`config.mk`:
```
export PLATFORM = sky130hd
export DESIGN_NAME = ccrsm_host_flat
export DESIGN_NICKNAME = d
export VERILOG_FILES = /design/src/verilog/ccrsm_pkg.sv /design/src/verilog/ccrsm_link_if.sv /design/src/verilog/ccrsm_sync.sv /design/src/verilog/ccrsm_host.sv /design/src/flat_wrapper.sv
export SDC_FILE = /design/constraint.sdc
export NUM_CORES = 1
export LEC_CHECK = 0
export BUFFER_PORTS_ARGS = -buffer_cell sky130_fd_sc_hd__clkbuf_2
export CORE_MARGIN = 2
export CORE_UTILIZATION = 49
export DETAILED_ROUTE_END_ITERATION = 10
export PLACE_DENSITY = 0.72
export SYNTH_ARGS = -nofsm -noshare
export SYNTH_HDL_FRONTEND = slang
export SYNTH_SLANG_ARGS = --single-unit
```
`constraint.sdc`:
```
create_clock -name pclk -period 3.2 [get_ports pclk]
set_input_delay 0.48 -clock pclk [delete_from_list [all_inputs] [get_ports pclk]]
set_output_delay 0.48 -clock pclk [all_outputs]
set_load 0.01 [all_outputs]
```
`src/verilog/ccrsm_pkg.sv`:
```
// Purpose: Shared constants and decode for the core clock ratio strap mux
// Assumes: Ratio code order is {local_irq1, local_irq0, addr20_mask, ignore_numeric_error}
// Notes: Register map belongs to the system-side controller
package ccrsm_pkg;
    // Ratio code width and bit positions
    localparam int CODE_W = 4;
    localparam int CODE_LINT1_BIT = 3;
    localparam int CODE_LINT0_BIT = 2;
    localparam int CODE_ADDR20_MASK_PIN_BIT = 1;
    localparam int CODE_IGNORE_NUMERIC_ERROR_PIN_BIT = 0;

    // Codes of note
    localparam logic [3:0] CODE_HALF = 4'h0;
    localparam logic [3:0] CODE_QUARTER = 4'h2;
    localparam logic [3:0] CODE_TWO_NINTHS = 4'h6;

    // APB register offsets
    localparam int ADDR_W = 8;
    localparam logic [7:0] REG_CTRL = 8'h00;
    localparam logic [7:0] REG_STATUS = 8'h04;
    localparam logic [7:0] REG_HOLD = 8'h08;
    localparam logic [7:0] REG_GAP = 8'h0c;

    // Field positions
    localparam int CTRL_CODE_LSB = 0;
    localparam int CTRL_GO_BIT = 16;
    localparam int STAT_CODE_LSB = 0;
    localparam int STAT_RST_BIT = 8;
    localparam int STAT_CRST_BIT = 9;
    localparam int STAT_BUSY_BIT = 10;
    localparam int STAT_BAD_BIT = 16;
    localparam int CNT_W = 16;

    // Values after reset
    localparam logic [3:0] CTRL_CODE_RST = CODE_QUARTER;
    localparam logic [15:0] HOLD_RST = 16'h0040;
    localparam logic [15:0] GAP_RST = 16'h0008;

    // Multiplier as {numerator, denominator}; zero marks a reserved code
    function automatic logic [7:0] ccrsm_mult(input logic [3:0] code);
        logic [7:0] m;
        m = 8'h00;
        case (code)
            4'h0: m = 8'h12;
            4'h1: m = 8'h13;
            4'h2: m = 8'h14;
            4'h3: m = 8'h15;
            4'h4: m = 8'h25;
            4'h5: m = 8'h27;
            4'h6: m = 8'h29;
            4'h7: m = 8'h2b;
            4'h8: m = 8'h16;
            4'h9: m = 8'h17;
            4'ha: m = 8'h18;
            4'hc: m = 8'h2d;
            4'hd: m = 8'h2f;
            4'he: m = 8'h23;
            default: m = 8'h00;
        endcase
        return m;
    endfunction : ccrsm_mult

    // Codes validated for running operation
    function automatic logic ccrsm_supported(input logic [3:0] code);
        return (code == CODE_QUARTER) || (code == CODE_TWO_NINTHS);
    endfunction : ccrsm_supported
endpackage : ccrsm_pkg

```
`src/verilog/ccrsm_link_if.sv`:
```
// Purpose: Board-level link between system reset/mux logic and the processor
// Assumes: Both ends run from the same bus clock
// Notes: All signals are one-way, system to processor
`timescale 1ns/10ps
interface ccrsm_link_if;
    // Resets, active low
    logic sys_reset_n;
    logic cmos_reset_n;
    // Shared ratio pins
    logic addr20_mask_pin;
    logic ignore_numeric_error_pin;
    logic local_irq1_pin;
    logic local_irq0_pin;

    // System side drives everything
    modport host (
        output sys_reset_n, cmos_reset_n, addr20_mask_pin,
        output ignore_numeric_error_pin, local_irq1_pin, local_irq0_pin
    );
    // Processor side only listens
    modport dev (
        input sys_reset_n, cmos_reset_n, addr20_mask_pin,
        input ignore_numeric_error_pin, local_irq1_pin, local_irq0_pin
    );
endinterface : ccrsm_link_if

```
`src/verilog/ccrsm_sync.sv`:
```
// Purpose: Two-flop synchroniser for a group of pin levels
// Assumes: Each bit is a slow level, not a coherent bus
// Notes: First stage is read only by the second
`timescale 1ns/10ps
module ccrsm_sync #(
    parameter int W = 4
) (
    // Clock and reset
    input wire logic pclk,
    input wire logic presetn,
    // Level in and out
    input wire logic [W-1:0] d,
    output logic [W-1:0] q
);
    logic [W-1:0] meta_r; // First stage
    logic [W-1:0] q_r; // Second stage

    // Two stages on the rising edge
    always_ff @(posedge pclk or negedge presetn) begin
        if (!presetn) begin
            meta_r <= '0;
            q_r <= '0;
        end else begin
            meta_r <= d;
            q_r <= meta_r;
        end
    end

    assign q = q_r;
endmodule : ccrsm_sync

```
`src/verilog/ccrsm_host.sv`:
```
// Purpose: System end: reset sequencer and ratio pin multiplexer
// Assumes: APB master on pclk; compatibility inputs are asynchronous
// Notes: Ratio code only reaches the pins inside a reset sequence
//
// Functional notes
// - Processor times everything on rising bus clock
// - Ratio code on four pins during reset
// - Pin order selects the PLL multiplier
// - Drive only validated ratio codes
// - Bus clock frequency stays constant
// - Never change code during normal operation
// - Change ratio only while reset asserted
// - CMOS reset steers the pin multiplexer
// - Default levels give a safe ratio
// - Ignore compatibility inputs while code driven
// - Synchronise ratio pins to bus clock
// - All processors share one ratio setting
`timescale 1ns/10ps
module ccrsm_host
    import ccrsm_pkg::*;
(
    // Bus clock and power-on reset
    input wire logic pclk,
    input wire logic presetn,
    // APB slave
    input wire logic psel,
    input wire logic penable,
    input wire logic pwrite,
    input wire logic [ADDR_W-1:0] paddr,
    input wire logic [31:0] pwdata,
    output logic [31:0] prdata,
    output logic pready,
    output logic pslverr,
    // Compatibility signals from the chipset
    input wire logic compat_addr20_mask,
    input wire logic compat_ignore_numeric_error,
    input wire logic compat_local_irq1,
    input wire logic compat_local_irq0,
    // Link to the processor
    ccrsm_link_if.host link
);
    // Sequencer states
    typedef enum logic [2:0] {
        ST_HOLD = 3'b001, // Both resets low, code on pins
        ST_GAP = 3'b010, // System reset released, code still held
        ST_RUN = 3'b100 // Pins carry compatibility signals
    } ccrsm_state_t;

    ccrsm_state_t state_r; // Sequencer state
    logic [CNT_W-1:0] cnt_r; // Phase down-counter
    logic [3:0] compat_s; // Synchronised compatibility inputs
    logic [3:0] req_code_r; // Code software asked for
    logic [3:0] app_code_r; // Code of the current sequence
    logic [CNT_W-1:0] hold_r; // Reset hold length in cycles, minus one
    logic [CNT_W-1:0] gap_r; // Release gap length in cycles, minus one
    logic bad_r; // Sticky: unsupported code written
    logic go_r; // Sequence start pulse
    logic rst_n_r; // System reset to processor
    logic crst_n_r; // CMOS reset to multiplexer
    logic [3:0] pins_r; // Ratio pin levels
    logic pready_r; // APB ready
    logic pslverr_r; // APB error
    logic [31:0] prdata_r; // APB read data
    logic acc; // Access phase
    logic commit; // Access completes this edge
    logic hit; // Address maps to a register
    logic [31:0] rdata; // Read mux
    logic wr_ctrl; // Write to control
    logic wr_stat; // Write to status
    logic [3:0] wcode; // Code field of the write

    // Compatibility inputs come from another domain
    ccrsm_sync #(
        .W(4)
    ) u_compat_sync (
        .pclk(pclk),
        .presetn(presetn),
        .d({compat_local_irq1, compat_local_irq0,
            compat_addr20_mask, compat_ignore_numeric_error}),
        .q(compat_s)
    );

    // APB phase decode
    assign acc = psel && penable;
    assign commit = acc && pready_r;
    assign wcode = pwdata[CTRL_CODE_LSB +: CODE_W];
    assign wr_ctrl = commit && pwrite && (paddr == REG_CTRL);
    assign wr_stat = commit && pwrite && (paddr == REG_STATUS);

    // Read mux and address decode
    always_comb begin
        rdata = 32'h0000_0000;
        hit = 1'b1;
        case (paddr)
            REG_CTRL: begin
                rdata[CTRL_CODE_LSB +: CODE_W] = req_code_r;
            end
            REG_STATUS: begin
                rdata[STAT_CODE_LSB +: CODE_W] = app_code_r;
                rdata[STAT_RST_BIT] = !rst_n_r;
                rdata[STAT_CRST_BIT] = !crst_n_r;
                rdata[STAT_BUSY_BIT] = (state_r != ST_RUN);
                rdata[STAT_BAD_BIT] = bad_r;
            end
            REG_HOLD: begin
                rdata[CNT_W-1:0] = hold_r;
            end
            REG_GAP: begin
                rdata[CNT_W-1:0] = gap_r;
            end
            default: begin
                // Unmapped: zero data and an error
                hit = 1'b0;
            end
        endcase
    end

    // One wait state: ready in the second access cycle
    always_ff @(posedge pclk or negedge presetn) begin
        if (!presetn) begin
            pready_r <= 1'b0;
        end else begin
            pready_r <= acc && !pready_r;
        end
    end

    // Read data and error loaded with ready
    always_ff @(posedge pclk or negedge presetn) begin
        if (!presetn) begin
            prdata_r <= 32'h0000_0000;
            pslverr_r <= 1'b0;
        end else if (acc && !pready_r) begin
            prdata_r <= pwrite ? 32'h0000_0000 : rdata;
            pslverr_r <= !hit;
        end else begin
            pslverr_r <= 1'b0;
        end
    end

    // Requested code: only validated codes are kept
    always_ff @(posedge pclk or negedge presetn) begin
        if (!presetn) begin
            req_code_r <= CTRL_CODE_RST;
        end else if (wr_ctrl && ccrsm_supported(wcode)) begin
            req_code_r <= wcode;
        end
    end

    // Sticky bad-code flag, set beats clear
    always_ff @(posedge pclk or negedge presetn) begin
        if (!presetn) begin
            bad_r <= 1'b0;
        end else begin
            bad_r <= (wr_ctrl && !ccrsm_supported(wcode))
                || (bad_r && !(wr_stat && pwdata[STAT_BAD_BIT]));
        end
    end

    // Phase lengths
    always_ff @(posedge pclk or negedge presetn) begin
        if (!presetn) begin
            hold_r <= HOLD_RST;
            gap_r <= GAP_RST;
        end else if (commit && pwrite) begin
            if (paddr == REG_HOLD) begin
                hold_r <= pwdata[CNT_W-1:0];
            end
            if (paddr == REG_GAP) begin
                gap_r <= pwdata[CNT_W-1:0];
            end
        end
    end

    // Start request, ignored while a sequence runs
    always_ff @(posedge pclk or negedge presetn) begin
        if (!presetn) begin
            go_r <= 1'b0;
        end else begin
            go_r <= wr_ctrl && pwdata[CTRL_GO_BIT] && (state_r == ST_RUN);
        end
    end

    // Reset sequencer; power-up starts in the hold phase
    always_ff @(posedge pclk or negedge presetn) begin
        if (!presetn) begin
            state_r <= ST_HOLD;
            cnt_r <= HOLD_RST;
            app_code_r <= CTRL_CODE_RST;
            rst_n_r <= 1'b0;
            crst_n_r <= 1'b0;
        end else begin
            unique case (state_r)
                ST_HOLD: begin
                    if (cnt_r == '0) begin
                        // Processor latches code here
                        rst_n_r <= 1'b1;
                        cnt_r <= gap_r;
                        state_r <= ST_GAP;
                    end else begin
                        cnt_r <= cnt_r - 1'b1;
                    end
                end
                ST_GAP: begin
                    if (cnt_r == '0) begin
                        // Hand pins back after reset release
                        crst_n_r <= 1'b1;
                        state_r <= ST_RUN;
                    end else begin
                        cnt_r <= cnt_r - 1'b1;
                    end
                end
                ST_RUN: begin
                    if (go_r) begin
                        // New code taken only with both resets low
                        app_code_r <= req_code_r;
                        rst_n_r <= 1'b0;
                        crst_n_r <= 1'b0;
                        cnt_r <= hold_r;
                        state_r <= ST_HOLD;
                    end
                end
                default: begin
                    state_r <= ST_HOLD;
                    cnt_r <= hold_r;
                    rst_n_r <= 1'b0;
                    crst_n_r <= 1'b0;
                end
            endcase
        end
    end

    // Pin multiplexer steered by CMOS reset, registered on the bus clock
    always_ff @(posedge pclk or negedge presetn) begin
        if (!presetn) begin
            pins_r <= CTRL_CODE_RST;
        end else if (crst_n_r) begin
            pins_r <= compat_s;
        end else begin
            // Compatibility inputs fully ignored here
            pins_r <= app_code_r;
        end
    end

    // Code stays put inside a reset sequence
    assign link.local_irq1_pin = pins_r[CODE_LINT1_BIT];
    // One pin set may feed every processor, so all share one ratio
    assign link.local_irq0_pin = pins_r[CODE_LINT0_BIT];
    assign link.addr20_mask_pin = pins_r[CODE_ADDR20_MASK_PIN_BIT];
    assign link.ignore_numeric_error_pin = pins_r[CODE_IGNORE_NUMERIC_ERROR_PIN_BIT];
    assign link.sys_reset_n = rst_n_r;
    assign link.cmos_reset_n = crst_n_r;
    assign prdata = prdata_r;
    assign pready = pready_r;
    assign pslverr = pslverr_r;
endmodule : ccrsm_host

```
`src/flat_wrapper.sv`:
```
// flat-port wrapper written by rule: the top's interface ports become plain ports
module ccrsm_host_flat import ccrsm_pkg::*;
  (pclk, presetn, psel, penable, pwrite, paddr, pwdata, prdata, pready, pslverr, compat_addr20_mask, compat_ignore_numeric_error, compat_local_irq1, compat_local_irq0, link_sys_reset_n, link_cmos_reset_n, link_addr20_mask_pin, link_ignore_numeric_error_pin, link_local_irq1_pin, link_local_irq0_pin);
  ccrsm_link_if link_i ();
  input wire logic pclk;
  input wire logic presetn;
  input wire logic psel;
  input wire logic penable;
  input wire logic pwrite;
  input wire logic [ADDR_W-1:0] paddr;
  input wire logic [31:0] pwdata;
  output logic [31:0] prdata;
  output logic pready;
  output logic pslverr;
  input wire logic compat_addr20_mask;
  input wire logic compat_ignore_numeric_error;
  input wire logic compat_local_irq1;
  input wire logic compat_local_irq0;
  output wire logic [$bits(link_i.sys_reset_n)-1:0] link_sys_reset_n;
  output wire logic [$bits(link_i.cmos_reset_n)-1:0] link_cmos_reset_n;
  output wire logic [$bits(link_i.addr20_mask_pin)-1:0] link_addr20_mask_pin;
  output wire logic [$bits(link_i.ignore_numeric_error_pin)-1:0] link_ignore_numeric_error_pin;
  output wire logic [$bits(link_i.local_irq1_pin)-1:0] link_local_irq1_pin;
  output wire logic [$bits(link_i.local_irq0_pin)-1:0] link_local_irq0_pin;
  assign link_sys_reset_n = link_i.sys_reset_n;
  assign link_cmos_reset_n = link_i.cmos_reset_n;
  assign link_addr20_mask_pin = link_i.addr20_mask_pin;
  assign link_ignore_numeric_error_pin = link_i.ignore_numeric_error_pin;
  assign link_local_irq1_pin = link_i.local_irq1_pin;
  assign link_local_irq0_pin = link_i.local_irq0_pin;
  ccrsm_host u_core (.pclk(pclk), .presetn(presetn), .psel(psel), .penable(penable), .pwrite(pwrite), .paddr(paddr), .pwdata(pwdata), .prdata(prdata), .pready(pready), .pslverr(pslverr), .compat_addr20_mask(compat_addr20_mask), .compat_ignore_numeric_error(compat_ignore_numeric_error), .compat_local_irq1(compat_local_irq1), .compat_local_irq0(compat_local_irq0), .link(link_i));
endmodule
```
==> flow_metrics.env, run 1 <==
export IMPL_p_leak_nw=2.371
export IMPL_reg2reg_to="u_core.cnt_r[6]"
export IMPL_crit_type="reg -> reg"
export IMPL_start_util=0.4983
export IMPL_status="finished, final reports clean"
export IMPL_peakVddDrop_mv=0.2405
export IMPL_antenna_cells=0
export IMPL_layout_commonest_cell="dfrtp_1"
export IMPL_hold_path_class="in -> async"
export IMPL_cts_sinks=94
export IMPL_startpoint_type="flop"
export IMPL_r2r_cells=5
export IMPL_grt_first_pass_wirelength_um=17190
export IMPL_end_kind="flop"
export IMPL_synth_edf_count=0
export IMPL_numCtsBuffers=9
export IMPL_final_cell_mix="dfrtp_1 (87), clkbuf_2 (57), mux2_2 (44), nand2_1 (38), o21ai_0 (37)"
export IMPL_antenna_found_initial=0
export IMPL_power_density_nw_per_um2=546.3
export IMPL_ctsRootBufferMaster="clkbuf_8"
export IMPL_ys_ff_latch=94
export IMPL_drt_total_wl_um=10230
export IMPL_reg2reg_setup_slack_ns=0.62
export IMPL_comb_power_share=0.221
export IMPL_grt_use_total=0.2177
export IMPL_period_needed_ns=2.583
export IMPL_ys_flop_type="dfrtp_1"
export IMPL_port_buffer_count=58
export IMPL_via_count=3479
export IMPL_finalSetupViolations=0
export IMPL_final_layout_size_suffix_gt1_frac=0.3053
export IMPL_ys_async_sr_fraction=1.000
export IMPL_cts_tree="yes"
export IMPL_switchingPower_mw=0.9155
export IMPL_grt_ovfl_total=0
export IMPL_syn_to_final_growth_pct=11.30
export IMPL_syn_avg_cell_area_um2=10.96
export IMPL_max_slew_margin=0.3946
export IMPL_intPower_mw=1.857
export IMPL_clock_power_share=0.252
export IMPL_placed_area_um2=4912
export IMPL_clock_latency_ns=0.37
export IMPL_wl_per_cell_um=17.46
export IMPL_cts_setup_buffers=0
export IMPL_drt_iter0_drc=385
export IMPL_io_pins=89
export IMPL_fin_crit_sh=0.8073
export IMPL_tns_ns=0
export IMPL_cts_htree_levels=3
export IMPL_r2r_start="u_core.cnt_r[7]"
export IMPL_pre_cts_ws_ns=0.6941
export IMPL_cts_resized=0
export IMPL_yosysWarningCount=0
export IMPL_die_width_um=100.5
export IMPL_rows=35
export IMPL_dp_hpwl_um=7426
export IMPL_grt_pass1_vias=3371
export IMPL_worst_slew_pin_slew_ns=0.9048
export IMPL_gp_congestion=0.8994
export IMPL_fp_dieH_um=100.5
export IMPL_route_detailed_drc=0
export IMPL_worstPathMaxFanout=13
export IMPL_cts_hold_fix_buffers=0
export IMPL_yosysSeqAreaShare=0.5177
export IMPL_cp_data_arrival_time_ns=2.86
export IMPL_p_seq_frac=0.527
export IMPL_setup_ws_ns=0.6168
export IMPL_synth_area_um2=4561
export IMPL_netlist_instances=416
export IMPL_fin_area_um2=5076
export IMPL_finalClockSkew_ns=0.01254
export IMPL_sw_frac_of_total=0.3302
export IMPL_drtPass1Iterations=6
export IMPL_clkTransAtPathRegs_ns=0.09
export IMPL_postRouteAntennaNets=0
export IMPL_max_freq_mhz=387.1
export IMPL_dieArea_um2=10100
export IMPL_final_max_slew_viol_count=0
export IMPL_final_hold_viol_count=0
export IMPL_nets=522
export IMPL_ys_types=51
export IMPL_cp_data_required_time_ns=3.48
export IMPL_grt_max_degree=41
export IMPL_rsz0062_at_grt="false"
export IMPL_clockBufferDepth=2
export IMPL_maxCapViolations=0
export IMPL_via_per_inst=5.937
export IMPL_design_core_area_um2=9153
==> routing by layer <==
metal / vias to the layer above / track usage / routed length (um)
met3: 14 / 0.04161 / 710
li1: 1601 / - / -
met1: 1707 / 0.3029 / 4575
met2: 157 / 0.3438 / 4765
met5: - / 0 / 0
met4: 0 / 0.07692 / 183
==> critical path, stage by stage (launching register included) <==
cell and delay [ns]:
dfrtp_1 0.48, or4_4 0.59, or3_1 0.45, nor3_4 0.50
a221oi_1 0.23, o2bb2ai_1 0.25
==> cells by family after synthesis <==
logic type                 after synthesis  synth area share
buffers and inverters                   47           0.05569
AOI/OAI and AO/OA                       87            0.1218
muxes                                   58            0.1503
xor gates and xnor gates                 1          0.001921
other                                    1         0.0008223
adders and majority gates                2          0.005486
and+or+nand+nor                        126            0.1462
DFF                                     94            0.5177
==> layout make-up <==
cell class / count / area, um2
clock buffer: 10 / 127.6
clock inverter: 5 / 36.28
fill: 793 / 4076
inverter: 8 / 30.03
multi-input combinational: 289 / 2007
sequential: 94 / 2361
tap: 111 / 138.9
timing repair buffer: 69 / 375.4
==> sequential cells by signal (all words and copies together), names as in the netlist, 3 cells and up <==
signal and cells:
u_core.cnt_r 16, u_core.hold_r 16, u_core.u_compat_sync.q 4, u_core.req_code_r 4
u_core.pins_r 4, u_core.u_compat_sync.meta_r 4, u_core.gap_r 16, u_core.state_r 3
u_core.app_code_r 4, u_core.prdata 17
==> worst max-delay path by stage <==
stage | start | end | slack [ns] | depth (start not counted)
6_report | u_core.cnt_r[7] | u_core.cnt_r[6] | 0.62 | 5
5_1_grt | u_core.cnt_r[0] | u_core.cnt_r[8] | 0.40 | 7
4_1_cts | u_core.cnt_r[7] | u_core.cnt_r[6] | 0.67 | 5
3_5_place_dp | u_core.cnt_r[0] | u_core.cnt_r[8] | 0.69 | 7
3_3_place_gp | u_core.cnt_r[0] | u_core.cnt_r[8] | 0.67 | 7
2_1_floorplan | paddr[1] | u_core.hold_r[10] | 0.91 | 5
==> power groups by stage <==
stage / combinational [mW] / sequential [mW] / clock [mW]
final: 0.613 / 1.46 / 0.698
after CTS: 0.612 / 1.45 / 0.712
after detailed placement: 0.604 / 1.48 / 0
after floorplan: 0.460 / 1.43 / 0
after global placement: 0.584 / 1.47 / 0
after global routing: 0.686 / 1.48 / 0.757
==> Yosys cell counts, types with 2 or more instances <==
cell | number | area [um2]
dfrtp_1 | 87 | 2177
mux2_2 | 44 | 495.5
nand2_1 | 38 | 142.6
o21ai_0 | 37 | 185.2
nor2_1 | 21 | 78.83
clkbuf_1 | 17 | 63.81
buf_4 | 15 | 112.6
a21oi_1 | 13 | 65.06
nor3_1 | 13 | 65.06
o2bb2ai_1 | 11 | 96.34
mux2i_1 | 10 | 100.1
a221oi_1 | 9 | 78.83
nor4_1 | 9 | 56.30
and2_1 | 8 | 50.05
inv_1 | 8 | 30.03
dfstp_2 | 7 | 183.9
nand4_1 | 6 | 37.54
buf_2 | 5 | 25.02
nand2b_1 | 5 | 31.28
or3_1 | 5 | 31.28
mux4_2 | 4 | 90.09
nor4b_1 | 4 | 35.03
nor2b_1 | 3 | 18.77
o22ai_1 | 3 | 18.77
a22o_1 | 2 | 17.52
buf_6 | 2 | 22.52
ha_1 | 2 | 25.02
nand3_1 | 2 | 10.01
o21ai_1 | 2 | 10.01
or2_2 | 2 | 12.51
or3b_2 | 2 | 17.52
==> per-stage QoR <==
step | hold WS [ns] | utilization | cells | power, mW
after floorplan | 0.1844 | - | 430 | 1.895
after global placement | 0.3326 | 0.5367 | 571 | 2.052
final | 0.08423 | 0.5546 | 586 | 2.773
after detailed placement | 0.3347 | 0.5367 | 571 | 2.079
after CTS | 0.1020 | 0.5546 | 586 | 2.778
after global routing | 0.1214 | 0.5546 | 586 | 2.925
Note: power is estimated with default switching activity, not from simulation.
==> run 2: changes to the inputs <==
PLACE_DENSITY = 0.75   (was 0.72)
clock period = 2.1 ns   (was 3.2 ns; I/O delays follow)
==> run 2 against run 1 <==
Register-to-register slack got worse by 0.57 ns. Worst setup slack got worse by 0.57 ns. Largest cell class unchanged. Cell count increased by 7.3%. Flip-flop and latch count unchanged.
==> flow_metrics.env, run 2 (synthesized netlist as in run 1, its figures left out) <==
export IMPL_status="finished, final reports clean"
export IMPL_gp_congestion=0.8864
export IMPL_die_width_um=100.5
export IMPL_port_buffer_count=58
export IMPL_finalClockSkew_ns=0.01377
export IMPL_max_freq_mhz=486.9
export IMPL_drt_iter0_drc=193
export IMPL_pre_cts_ws_ns=-0.08561
export IMPL_power_density_nw_per_um2=865.9
export IMPL_grt_pass1_vias=3579
export IMPL_antenna_found_initial=0
export IMPL_io_pins=89
export IMPL_wl_per_cell_um=17.41
export IMPL_clkTransAtPathRegs_ns=0.10
export IMPL_numCtsBuffers=9
export IMPL_rsz0062_at_grt="true"
export IMPL_drtPass1Iterations=5
export IMPL_layout_commonest_cell="dfrtp_1"
export IMPL_cts_htree_levels=3
export IMPL_grt_use_total=0.2284
export IMPL_hold_path_class="in -> reg"
export IMPL_p_leak_nw=2.640
export IMPL_fp_dieH_um=100.5
export IMPL_via_count=3599
export IMPL_drt_total_wl_um=10950
export IMPL_finalSetupViolations=0
export IMPL_maxCapViolations=0
export IMPL_postRouteAntennaNets=0
export IMPL_syn_to_final_growth_pct=22.69
export IMPL_rows=35
export IMPL_dp_hpwl_um=8236
export IMPL_largest_register_ffs=17
export IMPL_grt_max_degree=48
export IMPL_fin_crit_sh=0.9781
export IMPL_final_max_slew_viol_count=0
export IMPL_grt_first_pass_wirelength_um=17820
export IMPL_final_hold_viol_count=0
export IMPL_route_detailed_drc=0
export IMPL_cp_data_required_time_ns=2.39
export IMPL_start_util=0.4983
export IMPL_clockBufferDepth=2
export IMPL_power_mw=4.845
export IMPL_peakVddDrop_mv=0.4041
export IMPL_design_core_area_um2=9153
export IMPL_final_layout_size_suffix_gt1_frac=0.3919
export IMPL_worstPathMaxFanout=5
export IMPL_cts_tree="yes"
export IMPL_cp_data_arrival_time_ns=2.35
export IMPL_end_kind="flop"
export IMPL_dieArea_um2=10100
export IMPL_period_needed_ns=2.054
export IMPL_via_per_inst=5.722
export IMPL_grt_ovfl_total=0
export IMPL_final_cell_mix="dfrtp_1 (87), clkbuf_2 (57), buf_4 (47), mux2_2 (44), nand2_1 (38)"
export IMPL_nets=564
export IMPL_clock_latency_ns=0.37
export IMPL_startpoint_type="flop"
export IMPL_ctsRootBufferMaster="clkbuf_8"
export IMPL_cts_sinks=94
export IMPL_antenna_cells=0
export IMPL_crit_type="reg -> reg"
export IMPL_fillers=753
export IMPL_tns_ns=0
export IMPL_setup_ws_ns=0.04600
[run 2: area by class of cell]
| class | count | area [um2] | area share |
|---|---|---|---|
| sequential | 94 | 2361 | 0.4220 |
| multi-input combinational | 289 | 2102 | 0.3757 |
| timing repair buffer | 111 | 750.7 | 0.1342 |
| tap | 111 | 138.9 | 0.02482 |
| clock buffer | 10 | 137.6 | 0.02460 |
| clock inverter | 6 | 75.07 | 0.01342 |
| inverter | 8 | 30.03 | 0.005367 |
[run 2: worst max-delay path, cell delays in order, from the launching register on]
cell and delay (ns):
dfrtp_1 0.41, or4_4 0.55, or3_4 0.38, buf_4 0.18
buf_4 0.14, o2bb2ai_2 0.11, a21oi_1 0.07, o22ai_1 0.12
[run 2: path summary, 6_finish.rpt]
path,from,endpoint,slack [ns],cells after the start
min,compat_local_irq0,u_core.u_compat_sync.meta_r[2],0.04,1
max,u_core.cnt_r[7],u_core.cnt_r[12],0.05,7
max reg2reg,u_core.cnt_r[7],u_core.cnt_r[12],0.05,7
min in group asynchronous,presetn,u_core.u_compat_sync.meta_r[2],0.39,2
max in group asynchronous,presetn,u_core.hold_r[6],1.02,3
min reg2reg,u_core.u_compat_sync.meta_r[2],u_core.u_compat_sync.q[2],0.36,0
[run 2: timing repair]
action | 4_1_cts | 5_1_grt
hold endpoints to repair | 22 | 0
buffers inserted | 1 | 1
pin swaps | 1 | 6
resized for setup | 3 | 19
hold buffers | 1 | 0
setup endpoints to repair | 12 | 15
[run 2: through the flow]
step           hold WS [ns]  area, um2  instances  utilization
2_1_floorplan       0.01941       4622        430            -
3_3_place_gp         0.2404       5255        610       0.5742
3_5_place_dp         0.2516       5255        610       0.5742
4_1_cts             0.03621       5502        628       0.6011
5_1_grt             0.02112       5595        629       0.6113
6_report            0.04278       5595        629       0.6113
[run 2: power by group]
group          leakage, nW  switching [mW]  internal, mW  total (mW)
combinational         1.29           0.698         0.660        1.36
clock                0.106           0.681         0.604        1.28
sequential            1.24           0.204          2.00        2.20
total                 2.64            1.58          3.26        4.85
[run 2: layer usage]
metal,vias to the layer above,part of all wire,global-route usage
met4,0,0.019,0.1001
li1,1677,-,-
met3,24,0.053,0.02982
met5,-,0,0
met2,130,0.48,0.3743
met1,1768,0.45,0.3062
